**config.mk**
```make
export PLATFORM = sky130hd
export DESIGN_NAME = gpib_tape_command_decoder
export DESIGN_NICKNAME = d
export VERILOG_FILES = /design/src/gpib_tape_command_decoder.v /design/src/cmd_string_parser.v
export VERILOG_INCLUDE_DIRS = /design/src
export SDC_FILE = /design/constraint.sdc
export NUM_CORES = 1
export LEC_CHECK = 0
export BUFFER_PORTS_ARGS = -buffer_cell sky130_fd_sc_hd__buf_2
export CORE_UTILIZATION = 60
export CTS_CLUSTER_DIAMETER = 100
export DETAILED_ROUTE_END_ITERATION = 16
export PLACE_DENSITY = 0.77
export SLEW_MARGIN = 40
export SYNTH_ARGS = -nofsm -noshare
export SYNTH_HDL_FRONTEND = slang
export SYNTH_SLANG_ARGS = --single-unit
```
**constraint.sdc**
```tcl
create_clock -name clk_sys -period 39.8 [get_ports clk_sys]
set_clock_uncertainty 0.2 [all_clocks]
set_input_delay 5.97 -clock clk_sys [delete_from_list [all_inputs] [get_ports clk_sys]]
set_output_delay 5.97 -clock clk_sys [all_outputs]
set_load 0.02 [all_outputs]
```
**src/tape_cmd_consts.vh**
```
// Constants for the GPIB tape command decoder
`ifndef TAPE_CMD_CONSTS_VH
`define TAPE_CMD_CONSTS_VH
`define LISTEN_PREFIX    3'h1
`define TALK_PREFIX      3'h2
`define SECONDARY_PREFIX 3'h3
`define UNIVERSAL_UNL    8'h3f
`define UNIVERSAL_UNT    8'h5f
`define SEC_STATUS       5'h00
`define SEC_FIND         5'h18
`define ASCII_CR         8'h0d
`define CMD_BUF_DEPTH    16
`define CMD_BUF_AW       4
`define CMD_NONE         3'h0
`define CMD_FIND         3'h1
`define CMD_INPUT        3'h2
`define CMD_PRINT        3'h3
`define CMD_INFO         3'h4
`define CMD_OTHER        3'h5
`endif

```
**src/gpib_tape_command_decoder.v**
```verilog
// GPIB address and command decoder of a cartridge tape drive
// Behaviour
// RULE_01 - With ATN high, classify each byte as primary, secondary or universal.
// RULE_02 - Controller sends all addresses under ATN then releases ATN to start.
// RULE_03 - Once addressed to talk for input, stream file characters to the listener.
// RULE_04 - Untalk or unlisten under ATN aborts; the drive stops transmitting. Code: unlisten leaves ST_TALK and talking set.
// RULE_05 - Final file byte goes out with EOI asserted.
// RULE_06 - Command string ends on carriage return or on EOI with last character.
// RULE_07 - Alternate mode when online and scheme switch set to alternate.
// RULE_08 - Alternate mode uses even data address and command address plus one.
// RULE_09 - Alternate mode ignores the lowest address switch bit.
// RULE_10 - Alternate mode answers primary addresses only, ignoring secondaries.
// RULE_11 - Alternate mode knows command and data talk and listen addresses.
// RULE_12 - Unlisten after command string flushes buffer and parses the string.
// RULE_13 - Commands only at command address; data only at data addresses.
// RULE_14 - Data-transfer commands stay pending until data addressing.
// RULE_15 - Data talk then ATN release starts the pending transfer.
// RULE_16 - Bytes at data listen after write are tape data, not commands.
// RULE_17 - Controller releases drive with unlisten or untalk after transfers.
// RULE_18 - File search executes at unlisten without data addressing.
// RULE_19 - Parser accepts abbreviated or spelled words and varied separators.
// RULE_20 - Listen address is 001 plus switches; talk address is 010 plus switches.
// RULE_21 - Secondary mode decodes commands from 011xxxxx secondary bytes.
// RULE_22 - Info command pending and command talk address sends an info string.
// RULE_23 - Another device's talk address ends the talker state.
// RULE_24 - String without unlisten stays buffered and unexecuted.
`timescale 1ns/1ps
`include "tape_cmd_consts.vh"
module gpib_tape_command_decoder (
  // Clock and reset
  input  wire       clk_sys,
  input  wire       rst,
  // Switches
  input  wire       online,
  input  wire       addressing_scheme_switch,
  input  wire [4:0] addr_switch,
  // Bus byte from controller or talker, one strobe per accepted byte
  input  wire       bus_valid,
  input  wire [7:0] bus_data,
  input  wire       bus_atn,
  input  wire       bus_eoi,
  // Talker data path: tape file bytes
  input  wire       tape_valid,
  input  wire [7:0] tape_data,
  input  wire       tape_last,
  output reg        tape_ready,
  // Talker output to bus
  output reg        tx_valid,
  output reg  [7:0] tx_data,
  output reg        tx_eoi,
  input  wire       tx_ready,
  // Write path to tape
  output reg        wr_valid,
  output reg  [7:0] wr_data,
  // Command execution
  output reg        find_start,
  output reg [15:0] find_file,
  output reg        info_request,
  output reg [4:0]  sec_cmd,
  output reg        sec_cmd_valid,
  output reg        alt_mode,
  output reg        talking,
  output reg        listening
);
  // ==========
  // State and command buffer
  localparam ST_IDLE   = 2'h0;
  localparam ST_CMDRX  = 2'h1;
  localparam ST_DATARX = 2'h2;
  localparam ST_TALK   = 2'h3;

  reg [1:0]                  state_q;
  reg [7:0]                  buf_q [0:`CMD_BUF_DEPTH-1];
  reg [`CMD_BUF_AW:0]        len_q;
  reg                        str_done_q;
  reg [2:0]                  pend_q;
  reg                        talk_info_q;
  reg                        talk_addr_q;
  reg                        last_was_mine_q;
  reg [15:0]                 num_q;
  wire [8*`CMD_BUF_DEPTH-1:0] buf_flat;
  wire [2:0]                 p_code;
  wire [15:0]                p_param;
  wire [4:0]                 base;
  wire                       atn_byte;
  wire                       data_byte;
  wire [2:0]                 pre;
  wire [4:0]                 lo;
  wire [15:0]                num_next;

  // ==========
  // Byte decoding
  function is_addr;
    input [7:0] b;
    input [2:0] prefix;
    input [4:0] a;
    input       alt;
    begin
      is_addr = (b[7:5] == prefix) && (alt ? (b[4:1] == a[4:1]) : (b[4:0] == a)); // RULE_09
    end
  endfunction

  function is_digit;
    input [7:0] b;
    begin
      is_digit = (b >= 8'h30) && (b <= 8'h39);
    end
  endfunction

  // ==========
  // Command string buffer and parser
  // The parser sees the buffer as one flat word
  genvar g;
  generate
    for (g = 0; g < `CMD_BUF_DEPTH; g = g + 1) begin : g_flat
      assign buf_flat[8*g +: 8] = buf_q[g];
    end
  endgenerate

  // Parsing is combinational, so the code is ready on the unlisten cycle
  cmd_string_parser u_parser (
    .buf_flat  (buf_flat),
    .buf_len   (len_q),
    .cmd_code  (p_code),
    .cmd_param (p_param)
  );

  // ==========
  // Bus byte classification
  assign base      = {addr_switch[4:1], 1'b0}; // RULE_08
  assign atn_byte  = bus_valid & bus_atn;
  assign data_byte = bus_valid & ~bus_atn;
  assign pre       = bus_data[7:5];
  assign lo        = bus_data[4:0];
  assign num_next  = num_q * 16'h000a + {12'h000, bus_data[3:0]};

  // Two addresses: data = even base, command = base + 1
  wire is_cla = is_addr(bus_data, `LISTEN_PREFIX, {base[4:1], 1'b1}, 1'b0);
  wire is_cta = is_addr(bus_data, `TALK_PREFIX,   {base[4:1], 1'b1}, 1'b0);
  wire is_dla = is_addr(bus_data, `LISTEN_PREFIX, base, 1'b0);
  wire is_dta = is_addr(bus_data, `TALK_PREFIX,   base, 1'b0);

  wire is_mla = is_addr(bus_data, `LISTEN_PREFIX, addr_switch, 1'b0); // RULE_20
  wire is_mta = is_addr(bus_data, `TALK_PREFIX,   addr_switch, 1'b0); // RULE_20

  wire is_unl = (bus_data == `UNIVERSAL_UNL);
  wire is_unt = (bus_data == `UNIVERSAL_UNT);
  wire is_sec = (pre == `SECONDARY_PREFIX); // RULE_01
  // In alternate mode both talk addresses of the pair belong to this drive
  wire is_own_talk   = alt_mode ? (is_cta || is_dta) : is_mta;
  wire is_other_talk = (pre == `TALK_PREFIX) && !is_unt && !is_own_talk;

  // ==========
  // Bus protocol engine
  integer k;
  always @(posedge clk_sys or posedge rst) begin
    if (rst) begin
      state_q         <= ST_IDLE;
      len_q           <= {(`CMD_BUF_AW+1){1'b0}};
      num_q           <= 16'h0000;
      str_done_q      <= 1'b0;
      pend_q          <= `CMD_NONE;
      talk_info_q     <= 1'b0;
      talk_addr_q     <= 1'b0;
      last_was_mine_q <= 1'b0;
      for (k = 0; k < `CMD_BUF_DEPTH; k = k + 1)
        buf_q[k] <= 8'h00;
      tape_ready      <= 1'b0;
      tx_valid        <= 1'b0;
      tx_data         <= 8'h00;
      tx_eoi          <= 1'b0;
      wr_valid        <= 1'b0;
      wr_data         <= 8'h00;
      find_start      <= 1'b0;
      find_file       <= 16'h0000;
      info_request    <= 1'b0;
      sec_cmd         <= 5'h00;
      sec_cmd_valid   <= 1'b0;
      alt_mode        <= 1'b0;
      talking         <= 1'b0;
      listening       <= 1'b0;
    end else begin
      alt_mode      <= online & addressing_scheme_switch; // RULE_07
      find_start    <= 1'b0;
      info_request  <= 1'b0;
      sec_cmd_valid <= 1'b0;
      wr_valid      <= 1'b0;
      tape_ready    <= 1'b0;
      if (tx_valid && tx_ready)
        tx_valid <= 1'b0;

      // Universal commands outrank addressing, so an abort always lands, except an unlisten in ST_TALK
      if (atn_byte) begin // RULE_01
        tx_valid   <= 1'b0;
        if (is_unl) begin // RULE_04
          listening <= 1'b0;
          if (alt_mode && state_q == ST_CMDRX) begin
            // Flush and parse the string on unlisten
            len_q <= {(`CMD_BUF_AW+1){1'b0}}; // RULE_12
            case (p_code)
              `CMD_FIND: begin
                find_start <= 1'b1; // RULE_18
                find_file  <= p_param;
              end
              `CMD_INPUT, `CMD_PRINT: pend_q <= p_code; // RULE_14
              `CMD_INFO: pend_q <= `CMD_INFO; // RULE_22
              default: pend_q <= `CMD_NONE;
            endcase
          end
          if (state_q != ST_TALK)
            state_q <= ST_IDLE;
          str_done_q <= 1'b0;
        end else if (is_unt || is_other_talk) begin // RULE_04 RULE_23
          talking     <= 1'b0;
          talk_addr_q <= 1'b0;
          if (state_q == ST_TALK)
            state_q <= ST_IDLE;
        end else if (alt_mode) begin // RULE_10 RULE_11 RULE_13
          // Data addresses act only on a transfer that is already pending
          if (is_cla) begin
            state_q    <= ST_CMDRX;
            listening  <= 1'b1;
            len_q      <= {(`CMD_BUF_AW+1){1'b0}};
            str_done_q <= 1'b0;
          end else if (is_dla && pend_q == `CMD_PRINT) begin
            state_q   <= ST_DATARX; // RULE_14
            listening <= 1'b1;
          end else if (is_dta && pend_q == `CMD_INPUT) begin
            talk_addr_q <= 1'b1; // RULE_15
            talk_info_q <= 1'b0;
          end else if (is_cta && pend_q == `CMD_INFO) begin
            talk_addr_q <= 1'b1; // RULE_22
            talk_info_q <= 1'b1;
          end
        end else begin
          if (is_mla || is_mta) begin
            last_was_mine_q <= 1'b1;
            talk_addr_q     <= is_mta;
            talk_info_q     <= 1'b0;
            listening       <= is_mla;
          end else if (is_sec && last_was_mine_q) begin
            sec_cmd         <= lo; // RULE_21
            sec_cmd_valid   <= 1'b1;
            last_was_mine_q <= 1'b0;
            if (lo == `SEC_FIND) begin
              // Fresh number per search; a stale terminator would mute the digits
              state_q    <= ST_CMDRX;
              str_done_q <= 1'b0;
              num_q      <= 16'h0000;
            end
          end else
            last_was_mine_q <= 1'b0;
        end
      end else if (data_byte) begin
        // A full buffer drops further characters rather than wrapping
        if (state_q == ST_CMDRX && !str_done_q) begin
          if (bus_data == `ASCII_CR)
            str_done_q <= 1'b1; // RULE_06
          else if (len_q < `CMD_BUF_DEPTH) begin
            buf_q[len_q[`CMD_BUF_AW-1:0]] <= bus_data; // RULE_24
            len_q <= len_q + 1'b1;
            if (bus_eoi)
              str_done_q <= 1'b1; // RULE_06
          end
          // Secondary mode keeps its own number: the parser skips the first character
          if (!alt_mode) begin
            if (is_digit(bus_data))
              num_q <= num_next;
            if (bus_data == `ASCII_CR || bus_eoi) begin
              find_start <= 1'b1; // RULE_21
              find_file  <= (bus_eoi && is_digit(bus_data)) ? num_next : num_q; // RULE_06
              state_q    <= ST_IDLE;
            end
          end
        end else if (state_q == ST_DATARX) begin
          wr_valid <= 1'b1; // RULE_16
          wr_data  <= bus_data;
        end
      end else if (!bus_atn && talk_addr_q && state_q != ST_TALK) begin
        // ATN released after our talk address starts the transfer
        state_q      <= ST_TALK; // RULE_02 RULE_15
        talking      <= 1'b1;
        info_request <= talk_info_q;
        if (talk_info_q)
          pend_q <= `CMD_NONE;
      end else if (state_q == ST_TALK && !bus_atn && !tx_valid && tape_valid && !tape_ready && !talk_info_q) begin
        // One byte in flight; the next waits until the listener took this one
        tx_valid   <= 1'b1; // RULE_03
        tx_data    <= tape_data;
        tx_eoi     <= tape_last; // RULE_05
        tape_ready <= 1'b1;
        if (tape_last) begin
          state_q     <= ST_IDLE; // RULE_17
          talk_addr_q <= 1'b0;
          talking     <= 1'b0;
        end
      end
    end
  end
endmodule // gpib_tape_command_decoder

```
**src/cmd_string_parser.v**
```verilog
// Parser turning a buffered ASCII command string into a command code and number
`timescale 1ns/1ps
`include "tape_cmd_consts.vh"
module cmd_string_parser (
  // Buffered string
  input  wire [8*`CMD_BUF_DEPTH-1:0] buf_flat,
  input  wire [`CMD_BUF_AW:0]        buf_len,
  // Result
  output reg  [2:0]                  cmd_code,
  output reg  [15:0]                 cmd_param
);
  reg  [7:0] ch;
  reg  [7:0] first;
  integer    i;
  // Any letters after the first are ignored, so "F", "FIND", "F=" and "F?" all match
  always @* begin
    first     = buf_flat[7:0] & 8'hdf;
    cmd_param = 16'h0000;
    for (i = 1; i < `CMD_BUF_DEPTH; i = i + 1) begin
      ch = buf_flat[8*i +: 8];
      if (i < buf_len && ch >= 8'h30 && ch <= 8'h39)
        cmd_param = cmd_param * 16'h000a + {12'h000, ch[3:0]}; // RULE_19
    end
    ch = 8'h00;
    if (buf_len == 0)
      cmd_code = `CMD_NONE;
    else begin
      case (first) // RULE_19
        8'h46:   cmd_code = `CMD_FIND;
        8'h49:   cmd_code = `CMD_INPUT;
        8'h50:   cmd_code = `CMD_PRINT;
        8'h45, 8'h54, 8'h48, 8'h53: cmd_code = `CMD_INFO;
        default: cmd_code = `CMD_OTHER;
      endcase
    end
  end
endmodule // cmd_string_parser

```
[Yosys cells after proc, flatten, opt, wreduce, memory -nomap -nowiden]
Cells that the tools add are included.
Operators by class
  add/sub/neg operators: 16
  multipliers: 15
  $lt $le $gt $ge: 50
  equal/unequal tests: 68
  muxes and demuxes: 149
  bitwise operators: 14
  reductions and logical operators: 101
Operators with widths (count)
  16-bit 2-to-1 mux: 34
  16-bit by 4-bit adder with 16-bit output: 15
  16-bit by 3-bit multiplier with 15-bit output, second input constant: 15
  128-bit bitwise mux: 1
  8-bit by 6-bit greater-or-equal comparator with 1-bit output, second input constant: 16
  8-bit by 6-bit <= comparator with 1-bit output, second input constant: 16
  1-bit 2-to-1 mux: 74
  1-bit logical AND: 55
  5-bit 2-to-1 mux: 10
  7-bit by 6-bit equality test with 1-bit output, second input constant: 7
  4-bit by 5-bit less-than comparator with 1-bit output, first input constant: 8
  2-bit 2-to-1 mux: 18
  8-bit demux with 4-bit select: 1
  9-bit AND reduction: 3
  2-bit != test, second input constant: 11
  3-bit 2-to-1 mux: 7
  3-bit by 5-bit less-than comparator with 1-bit output, first input constant: 4
  2-bit nonzero test: 10
  3-bit by 2-bit equality test with 1-bit output, second input constant: 6
  4-bit by 2-bit != test with 1-bit output, second input constant: 4
  4-bit AND reduction: 4
  5-bit equality test: 3
  3-bit by 2-bit != test with 1-bit output, second input constant: 5
  5-bit by 2-bit != test with 1-bit output, second input constant: 3
  41 further kinds: 83
Storage, ports and cells
  bits in registers: 205
  input port bits: 31
  output and inout port bits: 47
  word-level logic and storage cells: 451

[Depth between registers and ports, before layout]
  word-level depth: 50
  depth in mapped cells: 93
  gate-level depth less buffers: 91

[Cells and area by module]
From an unflattened synthesis, not the netlist that was laid out.
Second synthesis, totals
  cell total of the unflattened synthesis: 3023
  area, all modules: 25748.4 sq um
By module, submodules not included
  cmd_string_parser: instances 1, cells an instance 2160, area each 15970.3 sq um, sequential area each 0.0 sq um
  gpib_tape_command_decoder: instances 1, cells an instance 863, area each 9778.1 sq um, sequential area each 5129.9 sq um

[Least setup slack after synthesis]
No wires, ideal clock.
  path type: register to register
  start point: register len_q[1]
  end point: register find_file[15]
  library setup time: 0.136 ns
  data arrival time: 18.901 ns
  required time: 39.464 ns
  setup slack: 20.563 ns
  stages on the path, launching flop included: 92
  buffers on the path: 2
  period minus slack after synthesis: 19.237 ns
  cells stage by stage: dfrtp_1 buf_6 or4_4 and4_4 ha_1 inv_1 fa_1 mux2_2 inv_1 ha_1 ha_1 xnor2_1 nor2_1 a21oi_1 ha_1 ha_1 xnor2_1 nor2_1 [56 not listed] inv_1 ha_1 ha_1 inv_1 xnor2_1 xnor2_1 mux2_2 a21oi_1 ha_1 ha_1 mux2_2 or3_1 nand3_1 xnor2_1 xnor2_1 xnor2_1 a21oi_1 o22ai_1
Between the ends
  cells in the longest elaborated chain, start to end: 50
  elaborated cells on any way between the ends: 97
  those cells by class: add/sub: 14; mul: 14; order compare: 15; eq/ne: 2; mux: 20; reduce/logical: 32
RTL lines
  from (decl): RTL line gpib_tape_command_decoder.v:74  | reg [`CMD_BUF_AW:0] len_q;
  from (signal assigned): RTL line gpib_tape_command_decoder.v:159  | len_q <= {(`CMD_BUF_AW+1){1'b0}};
  from (signal assigned): RTL line gpib_tape_command_decoder.v:199  | len_q <= {(`CMD_BUF_AW+1){1'b0}};
  from (signal assigned): RTL line gpib_tape_command_decoder.v:223  | len_q <= {(`CMD_BUF_AW+1){1'b0}};
  1-bit by 5-bit less-than comparator with 1-bit output: RTL line cmd_string_parser.v:21  | if (i < buf_len && ch >= 8'h30 && ch <= 8'h39)
  1-bit logical AND (2 in a row): RTL line cmd_string_parser.v:21
  4-bit 2-to-1 mux: RTL line cmd_string_parser.v:21
  16-bit by 3-bit multiplier with 15-bit output: RTL line cmd_string_parser.v:22  | cmd_param = cmd_param * 16'h000a + {12'h000, ch[3:0]};
  16-bit by 4-bit adder with 16-bit output: RTL line cmd_string_parser.v:22
  16-bit 2-to-1 mux: RTL line cmd_string_parser.v:21
  16-bit by 3-bit multiplier with 15-bit output: RTL line cmd_string_parser.v:22
  16-bit by 4-bit adder with 16-bit output: RTL line cmd_string_parser.v:22
  [33 not listed]
  16-bit 2-to-1 mux: RTL line cmd_string_parser.v:21
  16-bit by 3-bit multiplier with 15-bit output: RTL line cmd_string_parser.v:22
  16-bit by 4-bit adder with 16-bit output: RTL line cmd_string_parser.v:22
  16-bit 2-to-1 mux: RTL line cmd_string_parser.v:21
  16-bit 2-to-1 mux: RTL line gpib_tape_command_decoder.v:200  | case (p_code)
  16-bit 2-to-1 mux: RTL line gpib_tape_command_decoder.v:197  | if (alt_mode && state_q == ST_CMDRX) begin
  16-bit 2-to-1 mux: RTL line gpib_tape_command_decoder.v:195  | if (is_unl) begin
  16-bit 2-to-1 mux: RTL line gpib_tape_command_decoder.v:193  | if (atn_byte) begin
  to (signal assigned): RTL line gpib_tape_command_decoder.v:203  | find_file <= p_param;
  to (signal assigned): RTL line gpib_tape_command_decoder.v:271  | find_file <= (bus_eoi && is_digit(bus_data)) ? num_next : num_q;
  to (decl): RTL line gpib_tape_command_decoder.v:57  | output reg [15:0] find_file,
Several ways; a longest one is shown, not always the timed one. The select of a mux whose other input is x is not followed.
A chain may end at the register's enable or synchronous reset.

[Worst setup path after layout]
  start point: register len_q[2]
  end point: register find_file[15]
Same word-level chain as after synthesis.

==> run_summary.xml <==
<?xml version="1.0" encoding="UTF-8"?>
<metrics>
  <group name="timing">
    <metric name="setup_ws" unit="ns">17.05</metric>
    <metric name="rsz0062_at_grt" unit="">false</metric>
    <metric name="hold_viol" unit="">0</metric>
    <metric name="timing.fmax" unit="MHz">44.0</metric>
    <metric name="worst_slew_margin_rel" unit="%">43.6</metric>
    <metric name="post-route-period-util" unit="%">57.2</metric>
    <metric name="fin_crit" unit="ns">22.75</metric>
    <metric name="setup_total_negative_slack" unit="ns">0</metric>
    <metric name="worst_slew_pin_slew" unit="ns">0.835</metric>
    <metric name="maxSlewViolCount" unit="">0</metric>
    <metric name="setup_viol" unit="">0</metric>
  </group>
  <group name="hold_path">
    <metric name="hold-path-endpoint" unit="">talking</metric>
    <metric name="hold_start" unit="">talking</metric>
    <metric name="min_delay_path_depth" unit="">2</metric>
    <metric name="min_path_type" unit="">flip-flop to flip-flop</metric>
  </group>
  <group name="power">
    <metric name="power_leakage" unit="uW">0.0138</metric>
    <metric name="ir_worst_vdd" unit="uV">37.7</metric>
    <metric name="cellPowerDensity" unit="nW/um^2">26.9</metric>
    <metric name="report.power.total" unit="uW">734</metric>
  </group>
  <group name="grt">
    <metric name="track_usage" unit="%">30.9</metric>
    <metric name="grt_first_pass_wirelength" unit="um">113000</metric>
    <metric name="grt_overflow" unit="">0</metric>
    <metric name="number_of_antenna_violations_at_the_first_check_in_global_routing" unit="">0</metric>
    <metric name="grt_pass1_vias" unit="">23100</metric>
    <metric name="grt_start_max_net_pins" unit="">134</metric>
  </group>
  <group name="clock_network">
    <metric name="clock_sinks" unit="">204</metric>
    <metric name="postCtsSetupRepairBufs" unit="">0</metric>
    <metric name="clock_latency" unit="ns">0.51</metric>
    <metric name="cts_tree" unit="">yes</metric>
    <metric name="ctsRootBufferMaster" unit="">sky130_fd_sc_hd__clkbuf_16</metric>
    <metric name="cts_made_buffers" unit="">21</metric>
    <metric name="cts.clk_slew.worst_paths" unit="ns">0.07</metric>
    <metric name="cts_resized" unit="">0</metric>
    <metric name="htree_levels" unit="">1</metric>
    <metric name="cts-hold-fix-buffers" unit="">0</metric>
    <metric name="clk_path_buf_depth" unit="">3</metric>
  </group>
  <group name="status">
    <metric name="outcome" unit="">finished, final reports clean</metric>
  </group>
  <group name="routing">
    <metric name="via_count" unit="">23200</metric>
    <metric name="drtAntennaViolNets" unit="">0</metric>
    <metric name="drc_marker_count_from_the_first_detailed_route_iteration" unit="">1693</metric>
    <metric name="drcViolationCount" unit="">0</metric>
    <metric name="first_pass_detailed_route_iteration_total" unit="">8</metric>
    <metric name="sum_of_routed_wire_length_over_all_layers" unit="um">67900</metric>
    <metric name="routed_via_density" unit="">6.40</metric>
    <metric name="wirelength_per_cell" unit="um">18.7</metric>
  </group>
  <group name="critical_path">
    <metric name="cp_data_required_time" unit="ns">39.97</metric>
    <metric name="crit_type" unit="">flip-flop to flip-flop</metric>
    <metric name="reg2reg_capture_point" unit="">find_file[15]</metric>
    <metric name="cp_data_arrival_time" unit="ns">22.92</metric>
    <metric name="cp_common_cell" unit="">sky130_fd_sc_hd__ha_1</metric>
    <metric name="r2r-start" unit="">len_q[2]</metric>
    <metric name="crit_path_top_delay_cell" unit="">sky130_fd_sc_hd__or4_4</metric>
    <metric name="worst_setup_path_end_kind" unit="">flip-flop</metric>
    <metric name="worst_path_largest_cell_delay" unit="ns">0.62</metric>
    <metric name="critPathLaunchType" unit="">flip-flop</metric>
    <metric name="path_max_fanout" unit="">17</metric>
    <metric name="ff2ff_path_depth" unit="">89</metric>
    <metric name="r2r_slack" unit="ns">17.05</metric>
  </group>
  <group name="logic_synthesis">
    <metric name="synth_area" unit="um^2">25700</metric>
    <metric name="syn-instance-count" unit="">3045</metric>
    <metric name="synthesis.yosys.warnings" unit="">0</metric>
    <metric name="syn-num-nets" unit="">3472</metric>
    <metric name="yosys_register_bits" unit="">204</metric>
    <metric name="ys_async_sr_fraction" unit="%">100</metric>
    <metric name="synth.lib_cells_used.distinct" unit="">92</metric>
    <metric name="synth_seq_area_share" unit="%">19.9</metric>
    <metric name="synth_edf_count" unit="">0</metric>
    <metric name="post_synth.cell_area_avg" unit="um^2">8.42</metric>
    <metric name="top_flip_flop_cell_by_instance_count_after_synthesis" unit="">sky130_fd_sc_hd__dfrtp_1</metric>
  </group>
  <group name="finish">
    <metric name="antenna-diode-count" unit="">0</metric>
    <metric name="mostFrequentLayoutCells" unit="">366 x sky130_fd_sc_hd__ha_1, 287 x sky130_fd_sc_hd__nand2_1, 230 x sky130_fd_sc_hd__nor2_1</metric>
    <metric name="final_common_cell" unit="">sky130_fd_sc_hd__ha_1</metric>
    <metric name="stdcell_area" unit="um^2">27300</metric>
    <metric name="num-nets-final" unit="">3501</metric>
    <metric name="area_delta_synth_final" unit="%">6.28</metric>
    <metric name="final_layout_size_suffix_gt1_share" unit="%">11.7</metric>
  </group>
  <group name="floorplanning">
    <metric name="initial_core_util" unit="%">61.0</metric>
    <metric name="num_rows" unit="">75</metric>
    <metric name="chipHeight" unit="um">209</metric>
    <metric name="core_area" unit="um^2">42000</metric>
    <metric name="die_x" unit="um">209</metric>
    <metric name="top_level_ports" unit="">78</metric>
    <metric name="area_of_the_die" unit="um^2">43600</metric>
  </group>
  <group name="placement">
    <metric name="gp_congestion" unit="">0.931</metric>
    <metric name="port-buffer-count" unit="">77</metric>
    <metric name="cell_area_after_placement" unit="um^2">26500</metric>
    <metric name="minimum_setup_slack_after_placement" unit="ns">17.39</metric>
    <metric name="post-dp-hpwl" unit="um">52700</metric>
  </group>
  <group name="job">
    <metric name="max-cap-violations" unit="">0</metric>
  </group>
</metrics>
[worst max-delay path by stage]
stage | start | to | slack [ns] | cells past startpoint
after global placement | len_q[2] | find_file[15] | 17.68 | 86
after detailed placement | len_q[2] | find_file[15] | 17.39 | 89
final | len_q[2] | find_file[15] | 17.05 | 89
after global routing | len_q[2] | find_file[15] | 15.69 | 89
after floorplan | len_q[1] | find_file[15] | 20.56 | 91
after CTS | len_q[2] | find_file[15] | 17.28 | 89
[per-stage QoR]
step | hold WS, ns | utilization (%) | instances
final | 0.276 | 64.9 | 3628
after global routing | 0.299 | 64.9 | 3628
after CTS | 0.280 | 64.8 | 3627
after detailed placement | 0.260 | 63.1 | 3589
after global placement | 0.258 | 63.1 | 3588
after floorplan | 0.249 | - | 3045
[critical path: cells and delay by family, from the launching register on]
family          cells  cell delay, ns
buf+inv             7            0.78
fa+ha+maj          26            8.89
flops               1            0.54
xor+xnor           18            3.83
compound gates     20            4.18
mux                 5            1.49
simple gates       13            2.66
[where the power goes]
group | switching [uW] | internal, uW
Combinational | 133 | 104
Sequential | 39.4 | 254
Clock | 83.2 | 121
Total | 255 | 479
[cells in the mapped netlist (30+ instances only)]
master / count / area [um^2]
sky130_fd_sc_hd__xnor2_1: 182 / 1590
sky130_fd_sc_hd__mux2_2: 165 / 1860
sky130_fd_sc_hd__nand2_1: 287 / 1080
sky130_fd_sc_hd__xor2_1: 91 / 797
sky130_fd_sc_hd__nand3_1: 65 / 325
sky130_fd_sc_hd__nor2b_1: 39 / 244
sky130_fd_sc_hd__o21a_1: 40 / 300
sky130_fd_sc_hd__a211oi_1: 33 / 248
sky130_fd_sc_hd__o211ai_1: 40 / 300
sky130_fd_sc_hd__inv_1: 148 / 556
sky130_fd_sc_hd__dfrtp_1: 204 / 5100
sky130_fd_sc_hd__ha_1: 366 / 4580
sky130_fd_sc_hd__nor3_1: 73 / 365
sky130_fd_sc_hd__and3_1: 36 / 225
sky130_fd_sc_hd__nor2_1: 230 / 863
sky130_fd_sc_hd__a21oi_1: 184 / 921
sky130_fd_sc_hd__a21o_1: 60 / 450
sky130_fd_sc_hd__o21ai_0: 188 / 941
sky130_fd_sc_hd__fa_1: 30 / 601
sky130_fd_sc_hd__clkbuf_1: 84 / 315
[kinds of logic after synthesis]
logic type | count (synthesis) | share of synthesized area (%)
compound gates | 789 | 20.3
xor+xnor | 274 | 9.41
fa+ha+maj | 396 | 20.2
buf+inv | 241 | 3.58
flops | 204 | 19.9
mux | 192 | 8.43
other cells | 1 | 0.0146
simple gates | 948 | 18.1
[cell type report]
class / instances / area, um^2
fill: 3546 / 14800
sequential: 204 / 5100
clock inverter: 12 / 145
multi-input combinational: 2600 / 19700
tap: 539 / 674
inverter: 150 / 576
timing repair buffer: 97 / 547
clock buffer: 26 / 564
[layer usage]
| layer | GRT usage (%) | vias up | part of all wire [%] |
|---|---|---|---|
| met5 | 0 | - | 0 |
| met4 | 7.58 | 0 | 1.9 |
| met3 | 2.96 | 93 | 5.7 |
| met2 | 52.7 | 700 | 47 |
| met1 | 41.9 | 11200 | 46 |
| li1 | - | 11200 | - |
[registers in the layout (all words and copies together) (netlist names), 2 cells and up]
| signal | cells |
|---|---|
| sec_cmd | 5 |
| wr_data | 8 |
| len_q | 5 |
| buf_flat | 127 |
| state_q | 2 |
| tx_data | 8 |
| num_q | 16 |
| pend_q | 3 |
| find_file | 16 |
No activity file was read; power rests on OpenSTA's default activity.
